**src/design/tmc_pkg.sv**
```systemverilog
// constants, field layouts and mode encodings for the 8-bit timer slice
// assumes: a 32-bit apb slave with 8-bit byte addresses
package tmc_pkg;

  localparam int unsigned TMC_ADDR_W = 8;
  localparam int unsigned TMC_DATA_W = 32;

  // ---------------------------------------------------------------
  // register byte offsets
  // ---------------------------------------------------------------
  localparam logic [7:0] TMC_OFS_CTRLA  = 8'h00;
  localparam logic [7:0] TMC_OFS_CTRLB  = 8'h04;
  localparam logic [7:0] TMC_OFS_COUNT  = 8'h08;
  localparam logic [7:0] TMC_OFS_CMPA   = 8'h0c;
  localparam logic [7:0] TMC_OFS_FLAGS  = 8'h10;
  localparam logic [7:0] TMC_OFS_IRQEN  = 8'h14;
  localparam logic [7:0] TMC_OFS_PORT   = 8'h18;

  // ---------------------------------------------------------------
  // field positions
  // ---------------------------------------------------------------
  localparam int unsigned TMC_MODE_LSB   = 0;
  localparam int unsigned TMC_ACT_LSB    = 4;
  localparam int unsigned TMC_FORCE_BIT  = 7;
  localparam int unsigned TMC_CS_LSB     = 0;
  localparam int unsigned TMC_OVF_BIT    = 0;
  localparam int unsigned TMC_CMP_BIT    = 1;
  localparam int unsigned TMC_PDATA_BIT  = 0;
  localparam int unsigned TMC_PDIR_BIT   = 1;

  // ---------------------------------------------------------------
  // counter extremes and reset values
  // ---------------------------------------------------------------
  localparam logic [7:0] TMC_BOTTOM    = 8'h00;
  localparam logic [7:0] TMC_MAX       = 8'hff;
  localparam logic [7:0] TMC_STEP      = 8'h01;
  localparam logic [7:0] TMC_RST_COUNT = 8'h00;
  localparam logic [7:0] TMC_RST_CMP   = 8'h00;

  // ---------------------------------------------------------------
  // clock source select codes
  // ---------------------------------------------------------------
  localparam logic [2:0] TMC_CS_STOP   = 3'h0;
  localparam logic [2:0] TMC_CS_CLK    = 3'h1;
  localparam logic [2:0] TMC_CS_EXTFALL = 3'h6;
  localparam logic [2:0] TMC_CS_EXTRISE = 3'h7;

  typedef enum logic [1:0] {
    TMC_NORMAL = 2'b00,
    TMC_PCPWM  = 2'b01,
    TMC_CTC    = 2'b10,
    TMC_FAST   = 2'b11
  } tmc_mode_e;

  typedef enum logic [1:0] {
    TMC_ACT_NONE   = 2'b00,
    TMC_ACT_TOGGLE = 2'b01,
    TMC_ACT_CLEAR  = 2'b10,
    TMC_ACT_SET    = 2'b11
  } tmc_act_e;

endpackage

```
**src/design/tmc_timer8.sv**
```systemverilog
// 8-bit timer/counter with one compare channel and pin override, apb registers
// assumes: apb master on clk; prescaleTick is a one-cycle pulse on clk;
//          extTickPin is asynchronous and slower than clk/2
// Notes on behaviour
// - each tick clears, increments or decrements the count as the mode dictates
// - clock source select zero gives no tick, counter stops
// - software reads and writes the count at any time
// - a software count write beats any clear or count in that cycle
// - two mode bits in control register a choose the count sequence
// - overflow flag sets per mode and can raise an interrupt
// - comparator flags a match only on a tick where count equals compare value a
// - a match sets the compare flag at the clock edge that ends the matching tick
// - with enable set the flag requests an interrupt, cleared on acknowledge
// - writing one to the compare flag bit clears it
// - output formed from match, mode and action bits, extremes via max in fast pwm only
// - compare value buffered in pwm modes, direct in normal and clear modes
// - buffered compare value loads only on a tick at max
// - software reaches buffer when buffered, working register otherwise
// - force strobe in non-pwm modes acts like a match, no flag, no clear
// - any count write blocks a match on the next tick, even when stopped
// - output state survives a mode change
// - action bits act at once, governing the first match after the write
// - nonzero action routes output state to pin, direction bit still gates it
// - action zero leaves the output state alone on a match
// - mode codes are normal 0, phase correct 1, clear on match 2, fast 3
// - bottom is 0x00, max is 0xff, top is max or compare value
`timescale 1ns/1ps

module tmc_timer8 (
  input  wire logic        clk,
  input  wire logic        rst,
  input  wire logic        psel,
  input  wire logic        penable,
  input  wire logic        pwrite,
  input  wire logic [7:0]  paddr,
  input  wire logic [31:0] pwdata,
  output logic      [31:0] prdata,
  output logic             pready,
  output logic             pslverr,
  input  wire logic        prescaleTick,
  input  wire logic        extTickPin,
  input  wire logic        cmpIrqAck,
  input  wire logic        ovfIrqAck,
  output logic             cmpIrq,
  output logic             ovfIrq,
  output logic             compareOutPin,
  output logic             compareOutPinOe
);

  // ---------------------------------------------------------------
  // state
  // ---------------------------------------------------------------
  typedef struct packed {
    logic [7:0]        count;
    logic              countUp;
    logic [7:0]        cmpWork;
    logic [7:0]        cmpBuf;
    tmc_pkg::tmc_mode_e mode;
    tmc_pkg::tmc_act_e  action;
    logic [2:0]        clkSel;
    logic              ovfFlag;
    logic              cmpFlag;
    logic              ovfIe;
    logic              cmpIe;
    logic              portData;
    logic              portDir;
    logic              ocState;
    logic              blockMatch;
    logic              syncA;
    logic              syncB;
    logic              extPrev;
    logic [31:0]       rdata;
    logic              outPin;
    logic              outOe;
  } tmc_state_s;

  tmc_state_s q;
  tmc_state_s d;

  logic       wrEn;
  logic       rdSetup;
  logic       addrOk;
  logic       tick;
  logic       isPwm;
  logic       atMax;
  logic       atBot;
  logic       matchSig;
  logic       cmpEvent;
  logic       forceEv;
  logic       ovfSet;
  logic       cmpSet;
  logic [7:0] cntNext;
  logic       upNext;

  // ---------------------------------------------------------------
  // bus decode
  // ---------------------------------------------------------------
  always_comb begin
    case (paddr)
      tmc_pkg::TMC_OFS_CTRLA,
      tmc_pkg::TMC_OFS_CTRLB,
      tmc_pkg::TMC_OFS_COUNT,
      tmc_pkg::TMC_OFS_CMPA,
      tmc_pkg::TMC_OFS_FLAGS,
      tmc_pkg::TMC_OFS_IRQEN,
      tmc_pkg::TMC_OFS_PORT:  addrOk = 1'b1;
      default:                addrOk = 1'b0;
    endcase
  end

  // zero wait states: every mapped access ends in its first access cycle
  assign pready  = 1'b1;
  assign pslverr = psel & penable & ~addrOk;
  assign wrEn    = psel & penable & pwrite & addrOk;
  assign rdSetup = psel & ~penable & ~pwrite;

  // ---------------------------------------------------------------
  // tick selection
  // ---------------------------------------------------------------
  always_comb begin
    case (q.clkSel)
      tmc_pkg::TMC_CS_STOP:    tick = 1'b0;
      tmc_pkg::TMC_CS_CLK:     tick = 1'b1;
      tmc_pkg::TMC_CS_EXTFALL: tick = q.extPrev & ~q.syncB;
      tmc_pkg::TMC_CS_EXTRISE: tick = ~q.extPrev & q.syncB;
      // select codes two to five share the prescaler pulse
      default:                 tick = prescaleTick;
    endcase
  end

  // ---------------------------------------------------------------
  // comparator and mode decode
  // ---------------------------------------------------------------
  assign isPwm    = (q.mode == tmc_pkg::TMC_PCPWM) | (q.mode == tmc_pkg::TMC_FAST);
  assign atMax    = (q.count == tmc_pkg::TMC_MAX);
  assign atBot    = (q.count == tmc_pkg::TMC_BOTTOM);
  assign matchSig = (q.count == q.cmpWork);
  // a tick right after a count write drops its match once
  assign cmpEvent = tick & matchSig & ~q.blockMatch;
  // force is gated by the mode held before this write
  assign forceEv  = wrEn & (paddr == tmc_pkg::TMC_OFS_CTRLA)
                  & pwdata[tmc_pkg::TMC_FORCE_BIT] & ~isPwm;

  // ---------------------------------------------------------------
  // counting sequence per mode
  // ---------------------------------------------------------------
  always_comb begin
    cntNext = q.count;
    upNext  = q.countUp;
    ovfSet  = 1'b0;
    case (q.mode)
      tmc_pkg::TMC_NORMAL: begin
        cntNext = q.count + tmc_pkg::TMC_STEP;
        upNext  = 1'b1;
        ovfSet  = atMax;
      end
      tmc_pkg::TMC_CTC: begin
        upNext  = 1'b1;
        ovfSet  = atMax;
        if (matchSig) begin
          cntNext = tmc_pkg::TMC_BOTTOM;
        end else begin
          cntNext = q.count + tmc_pkg::TMC_STEP;
        end
      end
      tmc_pkg::TMC_FAST: begin
        cntNext = q.count + tmc_pkg::TMC_STEP;
        upNext  = 1'b1;
        ovfSet  = atMax;
      end
      tmc_pkg::TMC_PCPWM: begin
        ovfSet = ~q.countUp & atBot;
        if (q.countUp) begin
          if (atMax) begin
            upNext  = 1'b0;
            cntNext = q.count - tmc_pkg::TMC_STEP;
          end else begin
            cntNext = q.count + tmc_pkg::TMC_STEP;
          end
        end else begin
          if (atBot) begin
            upNext  = 1'b1;
            cntNext = q.count + tmc_pkg::TMC_STEP;
          end else begin
            cntNext = q.count - tmc_pkg::TMC_STEP;
          end
        end
      end
      default: begin
        cntNext = q.count;
      end
    endcase
  end

  // ---------------------------------------------------------------
  // next state
  // ---------------------------------------------------------------
  always_comb begin
    d       = q;
    cmpSet  = cmpEvent;
    // two-flop synchroniser; only its second flop feeds the edge detector
    d.syncA = extTickPin;
    d.syncB = q.syncA;
    d.extPrev = q.syncB;

    // counter and match blocking
    // a count write further down overrides this update
    if (tick) begin
      d.count      = cntNext;
      d.countUp    = upNext;
      d.blockMatch = 1'b0;
    end
    // buffered compare value loads at max, the top of both pwm modes
    if (tick & isPwm & atMax) begin
      d.cmpWork = q.cmpBuf;
    end

    // output state from a real match, mode is not a reset of it
    if (cmpEvent) begin
      case (q.mode)
        tmc_pkg::TMC_PCPWM: begin
          case (q.action)
            tmc_pkg::TMC_ACT_CLEAR: d.ocState = ~q.countUp;
            tmc_pkg::TMC_ACT_SET:   d.ocState = q.countUp;
            default:                d.ocState = q.ocState;
          endcase
        end
        default: begin
          case (q.action)
            tmc_pkg::TMC_ACT_TOGGLE: d.ocState = ~q.ocState;
            tmc_pkg::TMC_ACT_CLEAR:  d.ocState = 1'b0;
            tmc_pkg::TMC_ACT_SET:    d.ocState = 1'b1;
            default:                 d.ocState = q.ocState;
          endcase
        end
      endcase
    end else if (tick & atMax & (q.mode == tmc_pkg::TMC_FAST)) begin
      // bottom edge of fast pwm; a match at max keeps the output constant
      case (q.action)
        tmc_pkg::TMC_ACT_CLEAR: d.ocState = 1'b1;
        tmc_pkg::TMC_ACT_SET:   d.ocState = 1'b0;
        default:                d.ocState = q.ocState;
      endcase
    end

    // register writes
    if (wrEn) begin
      case (paddr)
        tmc_pkg::TMC_OFS_CTRLA: begin
          d.mode   = tmc_pkg::tmc_mode_e'(pwdata[tmc_pkg::TMC_MODE_LSB +: 2]);
          d.action = tmc_pkg::tmc_act_e'(pwdata[tmc_pkg::TMC_ACT_LSB +: 2]);
          if (forceEv) begin
            case (tmc_pkg::tmc_act_e'(pwdata[tmc_pkg::TMC_ACT_LSB +: 2]))
              tmc_pkg::TMC_ACT_TOGGLE: d.ocState = ~q.ocState;
              tmc_pkg::TMC_ACT_CLEAR:  d.ocState = 1'b0;
              tmc_pkg::TMC_ACT_SET:    d.ocState = 1'b1;
              default:                 d.ocState = q.ocState;
            endcase
          end
        end
        tmc_pkg::TMC_OFS_CTRLB: begin
          d.clkSel = pwdata[tmc_pkg::TMC_CS_LSB +: 3];
        end
        tmc_pkg::TMC_OFS_COUNT: begin
          d.count      = pwdata[7:0];
          d.blockMatch = 1'b1;
        end
        tmc_pkg::TMC_OFS_CMPA: begin
          d.cmpBuf = pwdata[7:0];
          if (!isPwm) begin
            d.cmpWork = pwdata[7:0];
          end
        end
        tmc_pkg::TMC_OFS_IRQEN: begin
          d.ovfIe = pwdata[tmc_pkg::TMC_OVF_BIT];
          d.cmpIe = pwdata[tmc_pkg::TMC_CMP_BIT];
        end
        tmc_pkg::TMC_OFS_PORT: begin
          d.portData = pwdata[tmc_pkg::TMC_PDATA_BIT];
          d.portDir  = pwdata[tmc_pkg::TMC_PDIR_BIT];
        end
        default: begin
          d.portData = q.portData;
        end
      endcase
    end

    // flags: clears first, a set in the same cycle wins
    // acknowledge and software clear both lose to a set
    if (wrEn & (paddr == tmc_pkg::TMC_OFS_FLAGS) & pwdata[tmc_pkg::TMC_CMP_BIT]) begin
      d.cmpFlag = 1'b0;
    end
    if (wrEn & (paddr == tmc_pkg::TMC_OFS_FLAGS) & pwdata[tmc_pkg::TMC_OVF_BIT]) begin
      d.ovfFlag = 1'b0;
    end
    if (cmpIrqAck) begin
      d.cmpFlag = 1'b0;
    end
    if (ovfIrqAck) begin
      d.ovfFlag = 1'b0;
    end
    if (cmpSet) begin
      d.cmpFlag = 1'b1;
    end
    if (tick & ovfSet) begin
      d.ovfFlag = 1'b1;
    end

    // pin override, driver gated by the direction bit
    // taken from the next state so the pin moves with it
    d.outPin = (d.action != tmc_pkg::TMC_ACT_NONE) ? d.ocState : d.portData;
    d.outOe  = d.portDir;

    // read data captured in the setup phase
    // prdata then stays put through the whole access phase
    if (rdSetup) begin
      d.rdata = 32'h0000_0000;
      case (paddr)
        tmc_pkg::TMC_OFS_CTRLA: begin
          d.rdata[tmc_pkg::TMC_MODE_LSB +: 2] = q.mode;
          d.rdata[tmc_pkg::TMC_ACT_LSB +: 2]  = q.action;
        end
        tmc_pkg::TMC_OFS_CTRLB: d.rdata[tmc_pkg::TMC_CS_LSB +: 3] = q.clkSel;
        tmc_pkg::TMC_OFS_COUNT: d.rdata[7:0] = q.count;
        tmc_pkg::TMC_OFS_CMPA:  d.rdata[7:0] = isPwm ? q.cmpBuf : q.cmpWork;
        tmc_pkg::TMC_OFS_FLAGS: begin
          d.rdata[tmc_pkg::TMC_OVF_BIT] = q.ovfFlag;
          d.rdata[tmc_pkg::TMC_CMP_BIT] = q.cmpFlag;
        end
        tmc_pkg::TMC_OFS_IRQEN: begin
          d.rdata[tmc_pkg::TMC_OVF_BIT] = q.ovfIe;
          d.rdata[tmc_pkg::TMC_CMP_BIT] = q.cmpIe;
        end
        tmc_pkg::TMC_OFS_PORT: begin
          d.rdata[tmc_pkg::TMC_PDATA_BIT] = q.portData;
          d.rdata[tmc_pkg::TMC_PDIR_BIT]  = q.portDir;
        end
        default: d.rdata = 32'h0000_0000;
      endcase
    end
  end

  // ---------------------------------------------------------------
  // registers
  // ---------------------------------------------------------------
  always_ff @(posedge clk or posedge rst) begin
    if (rst) begin
      q         <= '0;
      q.count   <= tmc_pkg::TMC_RST_COUNT;
      q.cmpWork <= tmc_pkg::TMC_RST_CMP;
      q.cmpBuf  <= tmc_pkg::TMC_RST_CMP;
      // count upward first, so phase correct starts from bottom
      q.countUp <= 1'b1;
      q.mode    <= tmc_pkg::TMC_NORMAL;
      q.action  <= tmc_pkg::TMC_ACT_NONE;
    end else begin
      q <= d;
    end
  end

  // ---------------------------------------------------------------
  // outputs
  // ---------------------------------------------------------------
  assign prdata          = q.rdata;
  assign cmpIrq          = q.cmpFlag & q.cmpIe;
  assign ovfIrq          = q.ovfFlag & q.ovfIe;
  assign compareOutPin   = q.outPin;
  assign compareOutPinOe = q.outOe;

endmodule // tmc_timer8

```
**config.mk**
```make
export PLATFORM = sky130hd
export DESIGN_NAME = tmc_timer8
export DESIGN_NICKNAME = d
export VERILOG_FILES = /design/src/design/tmc_pkg.sv /design/src/design/tmc_timer8.sv
export SDC_FILE = /design/constraint.sdc
export NUM_CORES = 1
export LEC_CHECK = 0
export BUFFER_PORTS_ARGS = -buffer_cell sky130_fd_sc_hd__buf_4
export CORE_ASPECT_RATIO = 0.7
export CORE_UTILIZATION = 54
export CTS_CLUSTER_DIAMETER = 30
export DETAILED_ROUTE_END_ITERATION = 8
export PLACE_DENSITY = 0.91
export SYNTH_ARGS = -nofsm -noshare
export SYNTH_HDL_FRONTEND = slang
export SYNTH_SLANG_ARGS = --single-unit
```
**constraint.sdc**
```tcl
create_clock -name clk -period 2.74 [get_ports clk]
set_clock_uncertainty 0.05 [all_clocks]
set_input_delay 0.548 -clock clk [delete_from_list [all_inputs] [get_ports clk]]
set_output_delay 0.548 -clock clk [all_outputs]
set_load 0.01 [all_outputs]
```
=== Yosys cells after proc, flatten, opt, wreduce, memory -nomap -nowiden ===
Cells that the tools add are included.

* Add/sub/neg operators: 2
* Eq/ne operators: 20
* Muxes and demuxes: 48
* Bitwise operators: 34
* Reduce and logical (&&, ||, !) cells: 15

{| class="wikitable"
|+ Operator list
! operator !! count
|-
| $mux W8 || 9
|-
| $and A1 B1 Y1 || 24
|-
| $eq A8 B5 Y1 const B || 3
|-
| $pmux W8 S3 || 1
|-
| $mux W23 || 1
|-
| $mux W1 || 20
|-
| $eq A8 B4 Y1 const B || 2
|-
| $logic_not A8 Y1 || 2
|-
| $mux W16 || 1
|-
| $pmux W2 S7 || 1
|-
| $eq A2 B2 Y1 const B || 6
|-
| $pmux W1 S2 || 5
|-
| $reduce_and A2 Y1 || 5
|-
| $mux W9 || 1
|-
| $not A1 Y1 || 9
|-
| $pmux W1 S3 || 3
|-
| $add A8 B1 Y8 const B || 1
|-
| $eq A8 B3 Y1 const B || 1
|-
| $eq A8 B8 Y1 || 1
|-
| $eq A8 B8 Y1 const B || 1
|-
| $mux W4 || 2
|-
| $sub A8 B1 Y8 const B || 1
|-
| $reduce_or A7 Y1 || 1
|-
| $eq A2 B1 Y1 const B || 3
|-
| other kinds (13) || 15
|}

* Bits in registers: 52
* Bits of input ports: 49
* Output and inout port bits: 38
* Word-level logic and storage cells: 139

=== Logic depth before layout (Yosys ltp) ===
* Depth after elaboration: 11
* Mapped depth: 10
* Gate-level depth less buffers: 8

=== Least setup slack after synthesis ===
No wires, ideal clock.

* Path kind: input-to-reg
* From: input paddr[5]
* To: register q[52] in the netlist's numbering
* Setup time: 125 ps
* Data arrival time: 2212 ps
* Required time: 2565 ps
* Setup slack: 354 ps
* Cell stages on the path: 7
* Buffers on the path: 2
* Cells stage by stage: or4_1 > buf_2 > nor3_2 > nand3_1 > buf_2 > nor2_4 > mux2_2

* Word-level cells in the longest chain between the ends: 5
* Elaborated cells on any way between the ends: 11
* Those cells by class: eq/ne (6); mux (1); bitwise (1); reduce/logical (3)

{| class="wikitable"
|+ RTL lines
! item !! line !! source
|-
| from (decl) || tmc_timer8.sv:35 || <nowiki>input wire logic [7:0] paddr,</nowiki>
|-
| $eq A8 B5 Y1, or another cell as far along || tmc_timer8.sv:99 || <nowiki>case (paddr)</nowiki>
|-
| $reduce_or A7 Y1 || tmc_timer8.sv:99 ||
|-
| $mux W1 || tmc_timer8.sv:99 ||
|-
| $and A1 B1 Y1 || tmc_timer8.sv:114 || <nowiki>assign wrEn = psel & penable & pwrite & addrOk;</nowiki>
|-
| $reduce_and A2 Y1 (no source line) (*) || -- ||
|-
| to (decl) || tmc_timer8.sv:77 || <nowiki>tmc_state_s q;</nowiki>
|}

Mark *: on every way between the ends. The rest lies on a longest branch, timed or not.
A chain may end at the register's enable or synchronous reset.

==> flow_summary.ini <==
[yosys]
synthXorXnorAreaFrac_pct = 4.58
synth_top_family_by_area = simple AND/OR/NAND/NOR gates
ys_ff_latch = 52
synthArstFlopShare_pct = 100
syn_avg_cell_area_um2 = 8.87
netlist_area_um2 = 3640
synth_edf_count = 0
seq_area_frac_synth_pct = 35.8
synth_top_flop_cell = dfrtp_1
synth_compound_area_share_pct = 15.0
yosys.area_share.simple_pct = 20.5
muxShareOfSynthArea_pct = 10.3
ys_types = 67
syn_inst = 410
yosys_warnings = 0
synthAdderAreaFrac_pct = 2.06

[setup_path]
critPathMaxFanout = 6
worstPathCellList = ha_1 > nand3_1 > or2_1 > a2111oi_0 > mux2i_1 > o21ai_2 > a31oi_1
required_ps = 2920
slowest_delay_ps = 580
r2r-start = q[70]
critPathTopFamily = compound AO/OA/AOI/OAI gates
crit_path_start = q[70]
worst_setup_path_end_kind = flop
start_kind = flop
worst_path_max_delay_cell = a2111oi_0
worst-setup-path-type = flop to flop
arrival_ps = 2700
crit_buf_inv = 0

[power_and_ir_drop]
p_per_area_nw_per_um2 = 498
p_leak_nw = 1.81
ir_worst_vdd_uv = 308
pwr-share-seq_pct = 44.2
p_sw_share_pct = 32.9
internal-power_w = 0.00136
p_total_w = 0.00203
pwr-share-clk_pct = 26.6
p_sw_w = 0.000666
pwr-share-comb_pct = 29.2

[drt]
via_count = 3232
drc_errors = 0
drt_first_pass_iters = 5
wire_per_inst_um = 17.4
drt_iter0_markers = 336
viasPerCell = 5.99
drt_wl_total_um = 9410
antenna_left = 0

[grt]
grt_max_degree = 26
antenna_found_initial = 0
track_usage_pct = 27.1
grt_pass1_wl_um = 14900
grt_pass1_vias = 2979
overflow = 0

[die]
coreArea_um2 = 6370
dieArea_um2 = 7070
num_io_pins = 87
num_rows = 24
chipHeight_um = 70.7
start_util_pct = 57.1
die_width_um = 100

[cts]
htree_levels = 2
clkLatencyLatePin_ps = 310
holdBufCountCts = 0
clk_path_buf_depth = 2
post-cts-setup-buffers = 0
cts_tree = done
cts_sinks = 52
clkTransAtPathRegs_ps = 100
cts_buffers = 5
cts_root_buf = clkbuf_8
cts-resized-gates = 0

[place]
pre_cts_slack_ps = 137
port-buffer-count = 37
dp_hpwl_um = 7100
place.gp.congestion = 0.960
placed_cells = 532

[finish]
instances_no_fill = 540
final_common_cell = buf_4
nFillCells = 541
syn_to_final_growth_pct = 11.8
regArea_um2 = 1300
drive_gt1_share_pct = 23.4
final_cell_mix = buf_4 (64), dfrtp_1 (51), nand2_1 (45)
antenna_cells = 0
multi_input_area_um2 = 2000
final_nets = 503

[timing]
finalWorstSetupSlack_ps = 213
grt_setup_unrepaired = false
slew_viol_final = 0
min_period_ps = 2530
fmax_ghz = 0.396
setup_violations = 0
tightestPinTransition_ps = 599
fin_crit_sh_pct = 92.2
fin_setup_tns_ps = 0
hold_violations = 0
slew_headroom_pct = 59.1

[worst_hold_path]
hp-class = input port to async pin

[status]
status = finished, final reports clean

[flow_run]
drv_cap = 0
[cell families (layout without fill, tap and decap cells)]
| group | Yosys count | after routing |
|---|---|---|
| buf+inv | 71 | 87 |
| fa+ha+maj | 6 | 6 |
| flops | 52 | 52 |
| mux | 35 | 35 |
| simple gates | 141 | 141 |
| other cells | 2 | 25 |
| xor+xnor | 19 | 19 |
| compound gates | 84 | 84 |
[state kept, by name (all words and copies together) (netlist names)]
name / flops
d: 2
q: 40
compareOutPin: 1
prdata: 8
compareOutPinOe: 1
[synth_stat cells (all sizes together), types with 4 or more instances]
master  instances  area (um^2)
buf            47          330
a21oi          29          149
ha              6         75.1
nand3          11         55.1
nor2           34          143
xnor2          14          123
xor2            5         43.8
nand4           6         37.5
inv            15         56.3
nor3           12         75.1
dfrtp          51         1280
a221oi          4         35.0
o21ai          18         93.8
or4             4         33.8
o22ai           5         31.3
clkbuf          9         33.8
and2            4         25.0
mux2i          15          150
nand2          45          169
mux2           20          225
[metrics by stage]
step                      util [%]  hold WS [ps]  cell area (um^2)
after floorplan                  -           281              3720
after global placement        62.1           288              3950
after detailed placement      62.1           300              3950
after CTS                     63.9           188              4070
after global routing          63.9           193              4070
final                         63.9           169              4070
[worst register-to-register path, stage by stage (launching register included)]
cell,delay [ps]
dfrtp_1,470
ha_1,250
nand3_1,150
or2_1,370
a2111oi_0,580
mux2i_1,350
o21ai_2,90
a31oi_1,150
[routing by layer]
metal,part of all wire (%),GRT usage (%),vias up
met3,8.6,5.93,15
met4,1.1,5.31,0
met2,47,43.1,172
li1,-,-,1471
met5,0,0,-
met1,44,38.4,1574
[power by group through the flow]
| stage | clock network (W) | logic (W) | registers (W) |
|---|---|---|---|
| floorplan | 0 | 0.000418 | 0.000887 |
| global placement | 0 | 0.000554 | 0.000903 |
| detailed placement | 0 | 0.000578 | 0.000907 |
| CTS | 0.000544 | 0.000583 | 0.000892 |
| global route | 0.000579 | 0.000639 | 0.000901 |
| finish | 0.000539 | 0.000592 | 0.000896 |
[final cells by class]
| class | count | area share, % |
|---|---|---|
| Tap cell | 91 | 2.80 |
| Multi-Input combinational cell | 310 | 49.2 |
| Sequential cell | 52 | 32.0 |
| Clock buffer | 5 | 1.69 |
| Clock inverter | 3 | 1.05 |
| Timing Repair Buffer | 64 | 11.8 |
| Inverter | 15 | 1.39 |
[worst paths after layout]
path                                       to  slack [ps]  depth (start not counted)
worst max-delay path            compareOutPin         210                          7
worst min-delay path                prdata[7]         170                          2
worst max register to register  compareOutPin         210                          7
worst min register to register          d[34]         330                          0
max in group asynchronous               q[68]        1720                          3
min in group clk                        d[35]         290                          1
(Power assumes the default switching activity.)
